$ cat src/rtl/aefb_pkg.sv
// constants for the almost-empty flag bus control block
package aefb_pkg;

	// -----------------------------------------------------------------
	// register byte offsets
	// -----------------------------------------------------------------
	localparam logic [7:0] REG_CTRL     = 8'h00;
	localparam logic [7:0] REG_STATUS   = 8'h04;
	localparam logic [7:0] REG_IRQ_STAT = 8'h08;
	localparam logic [7:0] REG_IRQ_CLR  = 8'h0C;
	localparam logic [7:0] REG_IRQ_EN   = 8'h10;
	localparam logic [7:0] REG_SER_OFS  = 8'h14;

	// -----------------------------------------------------------------
	// field positions and widths
	// -----------------------------------------------------------------
	localparam int CTRL_SER_DONE = 0;
	localparam int CTRL_PKT_MODE = 1;
	localparam int CTRL_FIRST    = 2;
	localparam int CTRL_ADDR_LSB = 4;
	localparam int DEV_ADDR_W    = 3;
	localparam int QUEUES        = 4;
	localparam int OFS_W         = 8;
	localparam int STRAP_W       = 6;

	// status register fields
	localparam int ST_STRAP_LSB = 0;
	localparam int ST_RUN_BIT   = 8;
	localparam int ST_OWN_BIT   = 9;
	localparam int ST_SEN_BIT   = 10;

	// strap vector bit order
	localparam int SP_BM  = 0;
	localparam int SP_IW  = 1;
	localparam int SP_OW  = 2;
	localparam int SP_DF  = 3;
	localparam int SP_DFM = 4;
	localparam int SP_FM  = 5;

	// interrupt bits
	localparam int IRQ_PROG  = 0;
	localparam int IRQ_TOKEN = 1;
	localparam int IRQ_TAKE  = 2;
	localparam int IRQ_EARLY = 3;
	localparam int IRQ_N     = 4;

	// -----------------------------------------------------------------
	// reset and default values
	// -----------------------------------------------------------------
	localparam logic [OFS_W-1:0] OFS_LOW   = 8'h08;
	localparam logic [OFS_W-1:0] OFS_HIGH  = 8'h80;
	localparam logic [31:0]      CTRL_RST  = 32'h0000_0000;
	localparam logic [OFS_W-1:0] SOFS_RST  = 8'h08;

	typedef enum logic [1:0]
	{
		ST_MRST = 2'b00,
		ST_PROG = 2'b01,
		ST_RUN  = 2'b10
	} aefb_state_t;

endpackage

$ cat src/rtl/aefb_top.sv
// almost-empty flag bus control with start-up straps and register slave
//
// Contract
// - bus-match, input and output width straps set port widths, held steady
// - default programming: latched offset strap gives offsets 8 when low, 128 high
// - default-programming strap at master reset: low serial, high default
// - after each master reset, programming completes before queue operation
// - direct mode: addressed device takes bus on edge with strobe high; here the strobe pin passes two sync flops, so ownership starts two edges later
// - polled: each device loads its status onto the bus in turn
// - polled: sync output high during the cycle this device's status is on bus
// - token input comes from token output of preceding chain device
// - flag-mode strap at master reset: high polled, low direct
// - token output pulses while status on bus; next device loads next edge; here token_in passes two sync flops, so loading comes two edges later
// - packet mode puts packet-ready status on the almost-empty bus
//
// The AHB-Lite interface to the registers and the register offsets were decided locally.
`timescale 1ns/10ps
`default_nettype none
module aefb_top
	import aefb_pkg::*;
(
	input  wire logic                  clk_sys_in,
	input  wire logic                  rst_b_in,
	input  wire logic [31:0]           haddr_in,
	input  wire logic                  hsel_in,
	input  wire logic [1:0]            htrans_in,
	input  wire logic                  hwrite_in,
	input  wire logic [2:0]            hsize_in,
	input  wire logic [31:0]           hwdata_in,
	input  wire logic                  hready_in,
	output logic      [31:0]           hrdata_out,
	output logic                       hreadyout_out,
	output logic                       hresp_out,
	input  wire logic                  master_reset_b_in,
	input  wire logic                  bus_match_select_in,
	input  wire logic                  input_width_select_in,
	input  wire logic                  output_width_select_in,
	input  wire logic                  default_offset_select_in,
	input  wire logic                  default_programming_select_in,
	input  wire logic                  flag_bus_mode_select_in,
	input  wire logic                  empty_bus_strobe_in,
	input  wire logic [DEV_ADDR_W-1:0] read_queue_address_in,
	input  wire logic                  token_in,
	input  wire logic [QUEUES-1:0]     queue_almost_empty_in,
	input  wire logic [QUEUES-1:0]     queue_packet_ready_in,
	output logic      [QUEUES-1:0]     almost_empty_bus_out,
	output logic                       almost_empty_bus_oe_out,
	output logic                       empty_bus_sync_out,
	output logic                       token_out,
	output logic                       serial_enable_out,
	output logic                       queue_ready_out,
	output logic      [2:0]            width_config_out,
	output logic      [OFS_W-1:0]      flag_offset_out,
	output logic                       polled_mode_out,
	output logic                       irq_out
);

	// -----------------------------------------------------------------
	// pin synchronisers
	// -----------------------------------------------------------------
	localparam int PIN_W = STRAP_W + 3 + DEV_ADDR_W;

	logic [PIN_W-1:0]      pins_s;
	logic [STRAP_W-1:0]    strap_s;
	logic                  mrs_b_s;
	logic                  strobe_s;
	logic                  tok_s;
	logic [DEV_ADDR_W-1:0] raddr_s;

	aefb_sync2 #(
		.W (PIN_W)
	) u_sync (
		.clk_sys_in (clk_sys_in),
		.rst_b_in   (rst_b_in),
		.d_in       ({read_queue_address_in, token_in, empty_bus_strobe_in, master_reset_b_in,
		              flag_bus_mode_select_in, default_programming_select_in, default_offset_select_in,
		              output_width_select_in, input_width_select_in, bus_match_select_in}),
		.q_out      (pins_s)
	);

	assign strap_s  = pins_s[STRAP_W-1:0];
	assign mrs_b_s  = pins_s[STRAP_W];
	assign strobe_s = pins_s[STRAP_W+1];
	assign tok_s    = pins_s[STRAP_W+2];
	assign raddr_s  = pins_s[PIN_W-1 -: DEV_ADDR_W];

	// -----------------------------------------------------------------
	// strap capture
	// -----------------------------------------------------------------
	logic [STRAP_W-1:0] strap_q;

	// straps follow the pins while master reset is held, frozen after release
	always_ff @(posedge clk_sys_in or negedge rst_b_in)
	begin
		if (!rst_b_in)
			strap_q <= '0;
		else if (!mrs_b_s)
			strap_q <= strap_s;
	end

	// -----------------------------------------------------------------
	// register bus slave
	// -----------------------------------------------------------------
	logic [31:0]       ctrl_q;
	logic [OFS_W-1:0]  sofs_q;
	logic [31:0]       hrdata_q;
	logic              dph_we_q;
	logic [7:0]        dph_addr_q;
	logic              aph_take;
	logic [IRQ_N-1:0]  irq_stat;
	logic [IRQ_N-1:0]  irq_en;
	logic [IRQ_N-1:0]  irq_ev;
	logic              wr_clr;
	logic              wr_en;
	logic              own_q;
	logic              sen_q;
	aefb_state_t       state_q;
	aefb_state_t       state_d;

	function automatic logic reg_hit(input logic [31:0] a, input logic [7:0] off);
		reg_hit = (a[31:8] == 24'h00_0000) && (a[7:2] == off[7:2]);
	endfunction

	function automatic logic [31:0] reg_read(input logic [31:0] a);
		reg_read = 32'h0000_0000;
		if (reg_hit(a, REG_CTRL))
			reg_read = ctrl_q;
		if (reg_hit(a, REG_STATUS))
			reg_read = {21'h00_0000, sen_q, own_q, (state_q == ST_RUN), 2'h0, strap_q};
		if (reg_hit(a, REG_IRQ_STAT))
			reg_read = {{(32-IRQ_N){1'b0}}, irq_stat};
		if (reg_hit(a, REG_IRQ_EN))
			reg_read = {{(32-IRQ_N){1'b0}}, irq_en};
		if (reg_hit(a, REG_SER_OFS))
			reg_read = {{(32-OFS_W){1'b0}}, sofs_q};
	endfunction

	assign aph_take = hsel_in && hready_in && htrans_in[1] && (hsize_in == 3'b010);

	// zero wait states; read data is fetched at the address phase
	always_ff @(posedge clk_sys_in or negedge rst_b_in)
	begin
		if (!rst_b_in)
		begin
			dph_we_q   <= 1'b0;
			dph_addr_q <= 8'h00;
			hrdata_q   <= 32'h0000_0000;
		end
		else
		begin
			dph_we_q <= aph_take && hwrite_in;
			if (aph_take)
			begin
				dph_addr_q <= haddr_in[31:8] == 24'h00_0000 ? haddr_in[7:0] : 8'hFC;
				hrdata_q   <= hwrite_in ? 32'h0000_0000 : reg_read(haddr_in);
			end
		end
	end

	// serial-done flag drops at every master reset so serial-mode reprogramming is forced
	always_ff @(posedge clk_sys_in or negedge rst_b_in)
	begin
		if (!rst_b_in)
			ctrl_q <= CTRL_RST;
		else if (!mrs_b_s)
			ctrl_q[CTRL_SER_DONE] <= 1'b0;
		else if (dph_we_q && reg_hit({24'h00_0000, dph_addr_q}, REG_CTRL))
			ctrl_q <= {25'h000_0000, hwdata_in[CTRL_ADDR_LSB +: DEV_ADDR_W], 1'b0, hwdata_in[2:0]};
	end

	always_ff @(posedge clk_sys_in or negedge rst_b_in)
	begin
		if (!rst_b_in)
			sofs_q <= SOFS_RST;
		else if (dph_we_q && reg_hit({24'h00_0000, dph_addr_q}, REG_SER_OFS))
			sofs_q <= hwdata_in[OFS_W-1:0];
	end

	assign wr_clr = dph_we_q && reg_hit({24'h00_0000, dph_addr_q}, REG_IRQ_CLR);
	assign wr_en  = dph_we_q && reg_hit({24'h00_0000, dph_addr_q}, REG_IRQ_EN);

	assign hrdata_out    = hrdata_q;
	assign hreadyout_out = 1'b1;
	assign hresp_out     = 1'b0;

	// -----------------------------------------------------------------
	// programming state
	// -----------------------------------------------------------------
	always_comb
	begin
		state_d = state_q;
		if (!mrs_b_s)
			state_d = ST_MRST;
		else
		begin
			unique case (state_q)
				ST_MRST: state_d = ST_PROG;
				ST_PROG: if (strap_q[SP_DFM] || ctrl_q[CTRL_SER_DONE])
						state_d = ST_RUN;
				ST_RUN:  state_d = ST_RUN;
				default: state_d = ST_MRST;
			endcase
		end
	end

	always_ff @(posedge clk_sys_in or negedge rst_b_in)
	begin
		if (!rst_b_in)
		begin
			state_q <= ST_MRST;
			sen_q   <= 1'b1;
		end
		else
		begin
			state_q <= state_d;
			sen_q   <= state_d != ST_RUN;
		end
	end

	// -----------------------------------------------------------------
	// flag bus ownership
	// -----------------------------------------------------------------
	logic              run;
	logic              polled;
	logic              start_q;
	logic              own_d;
	logic              addr_match;
	logic [QUEUES-1:0] bus_q;
	logic [OFS_W-1:0]  ofs_q;

	assign run        = state_q == ST_RUN;
	assign polled     = strap_q[SP_FM];
	assign addr_match = raddr_s == ctrl_q[CTRL_ADDR_LSB +: DEV_ADDR_W];

	// the first device of a polled chain launches the token once
	always_ff @(posedge clk_sys_in or negedge rst_b_in)
	begin
		if (!rst_b_in)
			start_q <= 1'b0;
		else
			start_q <= !run && state_d == ST_RUN && ctrl_q[CTRL_FIRST] && polled;
	end

	always_comb
	begin
		own_d = own_q;
		if (!run)
			own_d = 1'b0;
		else if (polled)
			own_d = tok_s || start_q;
		else if (strobe_s)
			own_d = addr_match;
	end

	always_ff @(posedge clk_sys_in or negedge rst_b_in)
	begin
		if (!rst_b_in)
			own_q <= 1'b0;
		else
			own_q <= own_d;
	end

	// status is loaded on every edge at which ownership is granted or held
	always_ff @(posedge clk_sys_in or negedge rst_b_in)
	begin
		if (!rst_b_in)
			bus_q <= '0;
		else if (own_d)
			bus_q <= ctrl_q[CTRL_PKT_MODE] ? queue_packet_ready_in : queue_almost_empty_in;
	end

	always_ff @(posedge clk_sys_in or negedge rst_b_in)
	begin
		if (!rst_b_in)
			ofs_q <= OFS_LOW;
		else if (strap_q[SP_DFM])
			ofs_q <= strap_q[SP_DF] ? OFS_HIGH : OFS_LOW;
		else
			ofs_q <= sofs_q;
	end

	assign almost_empty_bus_out    = bus_q;
	assign almost_empty_bus_oe_out = own_q;
	assign empty_bus_sync_out      = own_q && polled;
	assign token_out               = own_q && polled;
	assign serial_enable_out       = sen_q;
	assign queue_ready_out         = run;
	assign width_config_out        = {strap_q[SP_OW], strap_q[SP_IW], strap_q[SP_BM]};
	assign flag_offset_out         = ofs_q;
	assign polled_mode_out         = polled;

	// -----------------------------------------------------------------
	// interrupts
	// -----------------------------------------------------------------
	// early strobe flags a controller that strobes before programming ends
	assign irq_ev[IRQ_PROG]  = !run && state_d == ST_RUN;
	assign irq_ev[IRQ_TOKEN] = run && polled && tok_s;
	assign irq_ev[IRQ_TAKE]  = own_d && !own_q && !polled;
	assign irq_ev[IRQ_EARLY] = strobe_s && !run;

	aefb_irq #(
		.N (IRQ_N)
	) u_irq (
		.clk_sys_in (clk_sys_in),
		.rst_b_in   (rst_b_in),
		.ev_in      (irq_ev),
		.clr_we_in  (wr_clr),
		.en_we_in   (wr_en),
		.wdata_in   (hwdata_in[IRQ_N-1:0]),
		.status_out (irq_stat),
		.enable_out (irq_en),
		.irq_out    (irq_out)
	);

	// -----------------------------------------------------------------
	// checks
	// -----------------------------------------------------------------
	a_strap_frozen: assert property (@(posedge clk_sys_in) disable iff (!rst_b_in)
		mrs_b_s && $past(mrs_b_s) |-> $stable(strap_q))
		else $error("straps changed outside master reset");

	a_default_ofs: assert property (@(posedge clk_sys_in) disable iff (!rst_b_in)
		run && strap_q[SP_DFM] && $past(run) |-> flag_offset_out == (strap_q[SP_DF] ? 8'h80 : 8'h08))
		else $error("default offset wrong");

	a_default_prog: assert property (@(posedge clk_sys_in) disable iff (!rst_b_in)
		state_q == ST_PROG && strap_q[SP_DFM] && mrs_b_s |=> run ##1 !serial_enable_out)
		else $error("default programming did not finish");

	a_no_own_unprog: assert property (@(posedge clk_sys_in) disable iff (!rst_b_in)
		!run |=> !almost_empty_bus_oe_out)
		else $error("bus driven before programming");

	a_direct_take: assert property (@(posedge clk_sys_in) disable iff (!rst_b_in)
		run && !polled && strobe_s && mrs_b_s |=> almost_empty_bus_oe_out == $past(addr_match))
		else $error("direct selection wrong");

	a_poll_load: assert property (@(posedge clk_sys_in) disable iff (!rst_b_in)
		run && polled && tok_s && mrs_b_s |=> almost_empty_bus_oe_out && bus_q == $past(ctrl_q[CTRL_PKT_MODE]
			? queue_packet_ready_in : queue_almost_empty_in))
		else $error("polled load missed");

	a_sync_pulse: assert property (@(posedge clk_sys_in) disable iff (!rst_b_in)
		run && polled && mrs_b_s && (tok_s || start_q) |=> empty_bus_sync_out && almost_empty_bus_oe_out)
		else $error("sync missing while status on bus");

	a_token_single: assert property (@(posedge clk_sys_in) disable iff (!rst_b_in)
		token_out && !tok_s && !start_q |=> !token_out)
		else $error("token pulse too long");

	a_release: assert property (@(posedge clk_sys_in) disable iff (!rst_b_in)
		run && !polled && strobe_s && !addr_match && mrs_b_s |=> !almost_empty_bus_oe_out)
		else $error("bus not released");

endmodule
`default_nettype wire

$ cat src/rtl/aefb_sync2.sv
// two flip-flop synchroniser for pin inputs
`timescale 1ns/10ps
`default_nettype none
module aefb_sync2 #(
	parameter int W = 1
) (
	input  wire logic         clk_sys_in,
	input  wire logic         rst_b_in,
	input  wire logic [W-1:0] d_in,
	output logic      [W-1:0] q_out
);
	logic [W-1:0] meta_q;
	logic [W-1:0] sync_q;

	// first stage is read by the second stage only
	always_ff @(posedge clk_sys_in or negedge rst_b_in)
	begin
		if (!rst_b_in)
		begin
			meta_q <= '0;
			sync_q <= '0;
		end
		else
		begin
			meta_q <= d_in;
			sync_q <= meta_q;
		end
	end

	assign q_out = sync_q;
endmodule
`default_nettype wire

$ cat src/rtl/aefb_irq.sv
// sticky interrupt status, enable and level interrupt output
`timescale 1ns/10ps
`default_nettype none
module aefb_irq #(
	parameter int N = 4
) (
	input  wire logic         clk_sys_in,
	input  wire logic         rst_b_in,
	input  wire logic [N-1:0] ev_in,
	input  wire logic         clr_we_in,
	input  wire logic         en_we_in,
	input  wire logic [N-1:0] wdata_in,
	output logic      [N-1:0] status_out,
	output logic      [N-1:0] enable_out,
	output logic              irq_out
);
	logic [N-1:0] stat_q;
	logic [N-1:0] en_q;
	logic         irq_q;

	// a new event beats a clear in the same cycle
	always_ff @(posedge clk_sys_in or negedge rst_b_in)
	begin
		if (!rst_b_in)
			stat_q <= '0;
		else
			stat_q <= (stat_q & ~(clr_we_in ? wdata_in : '0)) | ev_in;
	end

	always_ff @(posedge clk_sys_in or negedge rst_b_in)
	begin
		if (!rst_b_in)
			en_q <= '0;
		else if (en_we_in)
			en_q <= wdata_in;
	end

	always_ff @(posedge clk_sys_in or negedge rst_b_in)
	begin
		if (!rst_b_in)
			irq_q <= 1'b0;
		else
			irq_q <= |(((stat_q & ~(clr_we_in ? wdata_in : '0)) | ev_in) & (en_we_in ? wdata_in : en_q));
	end

	assign status_out = stat_q;
	assign enable_out = en_q;
	assign irq_out    = irq_q;
endmodule
`default_nettype wire

$ cat config.mk
export PLATFORM = sky130hd
export DESIGN_NAME = aefb_top
export DESIGN_NICKNAME = d
export VERILOG_FILES = /design/src/rtl/aefb_pkg.sv /design/src/rtl/aefb_top.sv /design/src/rtl/aefb_sync2.sv /design/src/rtl/aefb_irq.sv
export SDC_FILE = /design/constraint.sdc
export NUM_CORES = 1
export LEC_CHECK = 0
export ABC_AREA = 1
export BUFFER_PORTS_ARGS = -buffer_cell sky130_fd_sc_hd__buf_4
export CELL_PAD_IN_SITES_DETAIL_PLACEMENT = 1
export CELL_PAD_IN_SITES_GLOBAL_PLACEMENT = 1
export CORE_UTILIZATION = 32
export DETAILED_ROUTE_END_ITERATION = 7
export GPL_TIMING_DRIVEN = 0
export HOLD_SLACK_MARGIN = 0.03
export PLACE_DENSITY_LB_ADDON = 0.1
export SLEW_MARGIN = 25
export SYNTH_ARGS = -nofsm -noshare
export SYNTH_HDL_FRONTEND = slang
export SYNTH_HIERARCHICAL = 1
export SYNTH_SLANG_ARGS = --single-unit
$ cat constraint.sdc
create_clock -name clk_sys_in -period 1.4 [get_ports clk_sys_in]
set_input_delay 0.28 -clock clk_sys_in [delete_from_list [all_inputs] [get_ports clk_sys_in]]
set_output_delay 0.28 -clock clk_sys_in [all_outputs]
set_load 0.01 [all_outputs]
Word-level counts from Yosys, hierarchy flattened
Index checks and enable logic that the tools add are counted.
{ "word_totals": {"regBits": 111, "latchBits": 0, "ramBits": 0, "romBits": 0, "word_cells": 89, "mem_count": 0} }
{ "op_classes": {"add_sub_neg": 0, "multipliers": 0, "div": 0, "order_cmp": 0, "eq_ne": 14, "shift": 0, "mux": 20, "bitwise_logic": 4, "n_reduce_logical": 33} }
{ "ops": {"columns": ["cell", "count"], "rows": [
  ["$mux 11", 4],
  ["$mux 32", 1],
  ["$eq 6x3->1 const B", 4],
  ["$logic_not 24->1", 1],
  ["$mux 8", 3],
  ["$logic_and 1x1->1", 22],
  ["$eq 6x2->1 const B", 2],
  ["$logic_not 6->1", 2],
  ["$mux 4", 3],
  ["$and 4x4->4", 2],
  ["$mux 7", 1],
  ["$eq 6x1->1 const B", 1],
  ["$pmux 2 s3", 1],
  ["$mux 1", 5],
  ["$eq 2x2->1 const B", 2],
  ["$mux 2", 2],
  ["$ne 2x2->1 const B", 2],
  ["$not 4->4", 1],
  ["$or 4x4->4", 1],
  ["$reduce_or 4->1", 1],
  ["$eq 3x2->1 const B", 1],
  ["$eq 3x3->1", 1],
  ["$logic_not 1->1", 3],
  ["$eq 2x1->1 const B", 1],
  ["other kinds (3)", 4]
]} }

Depth between registers and ports, before layout
{ "logic_depth": {"ltp_word": 9, "mapped_depth": 12} }

By module
The synthesis kept the hierarchy.
{ "by_module_without_submodules": {"columns": ["module", "n_inst", "cells_per_inst", "area_each_um2"], "rows": [
  ["aefb_top", 1, 365, 2892.8],
  ["aefb_sync2", 1, 24, 600.6],
  ["aefb_irq", 1, 47, 380.4]
]} }

Worst setup path before layout
OpenSTA, ideal clock, no wires.
{ "synth_path": {"kind": "reg-to-reg", "startpoint": "reg dph_addr_q[7]", "endpoint": "reg sofs_q[1]", "setup_time_ns": 0.125, "arrival_ns": 1.335, "path_slack_ns": -0.060, "stages_incl_launch_ff": 6, "n_path_buf": 1, "path_cell_list": "dfrtp_1 > nor2_1 > nand3_1 > or3_4 > buf_6 > mux2_4"} }
{ "synth_via": {"elab_chain_len": 2} }
{ "synth_lines": {"columns": ["item", "line_no", "text"], "rows": [
  ["start, declared", "aefb_top.sv:108", "logic [7:0] dph_addr_q;"],
  ["start signal, assigned", "aefb_top.sv:154", "dph_addr_q <= haddr_in[31:8] == 24'h00_0000 ? haddr_in[7:0] : 8'hFC;"],
  ["$eq 6x3->1", "aefb_top.sv:121", "reg_hit = (a[31:8] == 24'h00_0000) && (a[7:2] == off[7:2]);"],
  ["$logic_and 1x1->1", "aefb_top.sv:175", "else if (dph_we_q && reg_hit({24'h00_0000, dph_addr_q}, REG_SER_OFS))"],
  ["end signal, assigned", "aefb_top.sv:176", "sofs_q <= hwdata_in[OFS_W-1:0];"],
  ["end, declared", "aefb_top.sv:105", "logic [OFS_W-1:0] sofs_q;"]
]} }
Every way passes these cells.
A chain may end at the register's enable or synchronous reset.

Final worst setup path
{ "layout_path": {"startpoint": "reg dph_addr_q[7]", "endpoint": "reg sofs_q[2]"} }
The elaborated chain is that of the path after synthesis.

==> flow_metrics.env <==
export IMPL_ys_seq_elements=88
export IMPL_synth_warnings=6
export IMPL_vdd_ir_drop_max_mv=0.646
export IMPL_ys_types=32
export IMPL_areaGrowthSynthToFinish_pct=47.6
export IMPL_crit_arrival_ns=1.83
export IMPL_setup_viol=21
export IMPL_rsz0062_at_grt="true"
export IMPL_critPathTopFamily="simple AND/OR/NAND/NOR gates"
export IMPL_worstMarginPinSlew_ns=0.806
export IMPL_layout_commonest_cell="buf_4"
export IMPL_finalWirelength_um=10900
export IMPL_drcViolationCount=14
export IMPL_via_per_inst=4.56
export IMPL_cts_sinks=88
export IMPL_syn_avg_cell_area_um2=8.88
export IMPL_dpl_hpwl_um=7760
export IMPL_slew_viol_final=0
export IMPL_dp_cells=699
export IMPL_cts_tree="done"
export IMPL_maxCapViolations=0
export IMPL_ys_seq_area_share_pct=56.9
export IMPL_io_pins=150
export IMPL_antenna_found_initial=0
export IMPL_initial_core_util_pct=33.4
export IMPL_crit_start="dph_addr_q[7]"
export IMPL_r2r_start="dph_addr_q[7]"
export IMPL_finalHoldViolCount=11
export IMPL_fin_crit_ns=1.61
export IMPL_path_class="reg2reg"
export IMPL_clkLatencyLatePin_ns=0.34
export IMPL_max_freq_mhz=622
export IMPL_yosysTopAreaCellShare_pct=54.9
export IMPL_grt_max_degree=89
export IMPL_max_stage_delay_ns=0.39
export IMPL_power_density_nw_per_um2=1060
export IMPL_cts_root_buf="clkbuf_16"
export IMPL_violations="DRC, hold timing, setup timing"
export IMPL_drive_above_1_share_pct=41.8
export IMPL_num_rows=39
export IMPL_diodes=0
export IMPL_grt_pass1_wl_um=17200
export IMPL_path_cells="nor2_2 > nand3_2 > or3_4 > buf_12 > mux2_4"
export IMPL_cts_buffer_depth=2
export IMPL_timing_rr_end="sofs_q[2]"
export IMPL_cp_slowest_cell="dfrtp_1"
export IMPL_fillers=1357
export IMPL_crit_cells=5
export IMPL_status="complete, but fails checks"
export IMPL_cts_max_level=3
export IMPL_fin_crit_sh_pct=115
export IMPL_setup_slack_ns=-0.207
export IMPL_die_area_um2=12500
export IMPL_start_kind="flop"
export IMPL_gp_congestion=0.777
export IMPL_hp_class="in2async"
export IMPL_multiInputGateArea_um2=1620
export IMPL_endpoint_kind="flop"
export IMPL_grt_use_total_pct=17.9
export IMPL_fin_nets=685
export IMPL_vias=3369
export IMPL_clk_pin_slew_ns=0.07
export IMPL_mostFrequentLayoutCells="buf_4 (130), nand2_1 (96), dfrtp_1 (83), inv_1 (43), nor2_1 (34)"
export IMPL_ff2ff_path_depth=5
export IMPL_dieHeight_um=112
export IMPL_fin_skew_ns=0.00920
export IMPL_endpoint="sofs_q[2]"
export IMPL_wl_per_cell_um=14.8
export IMPL_syn_instance_count=436
export IMPL_syn_area_um2=3870
export IMPL_reg2reg_slack_ns=-0.21
export IMPL_postPlaceCellArea_um2=4880
export IMPL_cp_max_fo=6
export IMPL_die_w_um=112
export IMPL_timing_hold_ws_ns=-0.0213
export IMPL_design_area_um2=5720
export IMPL_register_area_um2=2210
export IMPL_port_buffers=99
export IMPL_ant_nets=0
export IMPL_grt_pass1_vias=3510
export IMPL_core_area_um2=11600
export IMPL_synth_area_leaders="dfrtp_1 (55%), nand2_1 (11%), buf_4 (5.2%)"
export IMPL_yosys_area_top_type="dfrtp_1"
export IMPL_cts_made_buffers=9
export IMPL_path_buf_inv=1
export IMPL_slew_headroom_pct=46.3
export IMPL_power_leakage_uw=0.00291
export IMPL_required_ns=1.62
export IMPL_layout_cells_non_filler=739
export IMPL_drt_initial_drc_count=128
export IMPL_dr_pass1_iters=7
export IMPL_gr_total_overflow=0
worst reg2reg max path: cells and delay by family, from the launching register on:
family                 cells  cell delay [ns]
AND/OR/NAND/NOR            3             0.65
flip-flops                 1             0.39
multiplexers               1             0.29
buffers and inverters      1             0.16
cell type report:
type / instances / area share, %
plain buffers: 30 / 4.13
clock buffers: 10 / 4.18
clock inverters: 6 / 0.853
inverters: 50 / 3.33
multi-input cells: 289 / 28.3
flip-flops and latches: 88 / 38.6
well taps: 143 / 3.13
repair buffers: 123 / 17.5
registers in the layout, indices dropped and copies added (netlist names), 2 cells and up:
| register | cells |
|---|---|
| hrdata_out | 11 |
| state_q | 2 |
| ctrl_q | 6 |
| flag_offset_out | 8 |
| sofs_q | 8 |
| u_irq/status_out | 4 |
| u_irq/enable_out | 4 |
| u_sync/q_out | 12 |
| dph_addr_q | 6 |
| strap_q | 6 |
| u_sync/meta_q | 12 |
| almost_empty_bus_out | 4 |
cells in the mapped netlist:
cell type  number
xnor2_1         3
nand3_1        13
buf_4          27
conb_1          2
clkbuf_1        3
dfstp_2         3
o21ai_1         2
o21ai_0        34
inv_2           1
a21oi_1         3
clkinv_1        1
nor2_2          9
mux2_2          2
dfrtp_1        85
a32o_1          1
nor3_1          5
nor2_4          1
nand4_2         1
buf_6           1
o211ai_1        1
nand4_1         6
nand2_1       113
mux2_4          2
nand2_2         6
or3_4           1
nand3_4         1
o21a_1          5
nor2_1         52
a31oi_1         2
nor4_1          1
inv_1          48
o22ai_1         1
per-layer routing:
layer	track usage [%]	part of all wire, %
met2	31.0	49
met4	6.67	1.9
met5	0	0
met1	22.0	43
met3	3.94	5.8
per-stage QoR:
stage	setup slack [ns]	TNS [ns]	util [%]	hold WS, ns	power, uW
2_1_floorplan	-0.0601	-0.120	-	-0.0156	3210
5_1_grt	-0.395	-4.86	49.2	0.0305	6290
3_3_place_gp	-0.437	-7.99	42.0	0.332	3630
4_1_cts	-0.193	-1.96	46.0	0.0302	6030
3_5_place_dp	-0.505	-9.45	42.0	0.336	3650
6_report	-0.207	-2.46	49.2	-0.0213	6050
cell families (layout without fill, tap and decap cells):
kind of cell / after synthesis / count (layout) / share of synthesized area [%]
DFF: 88 / 88 / 56.9
muxes: 4 / 4 / 1.36
AOI/OAI and AO/OA: 49 / 49 / 6.94
buffers and inverters: 81 / 219 / 10.7
and+or+nand+nor: 209 / 210 / 23.2
other: 2 / 23 / 0.194
xor gates and xnor gates: 3 / 3 / 0.678
power breakdown:
part | internal, uW | total (uW) | switching [uW] | leakage, uW
clock | 1280 | 2340 | 1070 | 0.000144
sequential | 2730 | 2860 | 128 | 0.00101
combinational | 438 | 848 | 410 | 0.00176
total | 4450 | 6050 | 1600 | 0.00291
how the worst min path moves through the flow:
stage / cells after the start / start / endpoint / slack [ns]
global placement: 0 / u_sync/meta_q[2] / u_sync/q_out[2] / 0.33
global route: 1 / output_width_select_in / u_sync/meta_q[2] / 0.03
detailed placement: 0 / u_sync/meta_q[2] / u_sync/q_out[2] / 0.34
floorplan: 0 / rst_b_in / almost_empty_bus_oe_out / -0.02
finish: 1 / rst_b_in / dph_addr_q[2] / -0.02
CTS: 1 / read_queue_address_in[2] / u_sync/meta_q[11] / 0.03
timing repair:
| action | in CTS | in global routing |
|---|---|---|
| cloned | 1 | 0 |
| gates resized for setup | 38 | 78 |
| pin swaps | 9 | 36 |
| endpoints found under the setup margin | 39 | 42 |
| hold buffers | 1 | 1 |
| endpoints found under the hold margin | 1 | 1 |
| buffers inserted | 9 | 13 |
No activity file was read; power rests on OpenSTA's default activity.
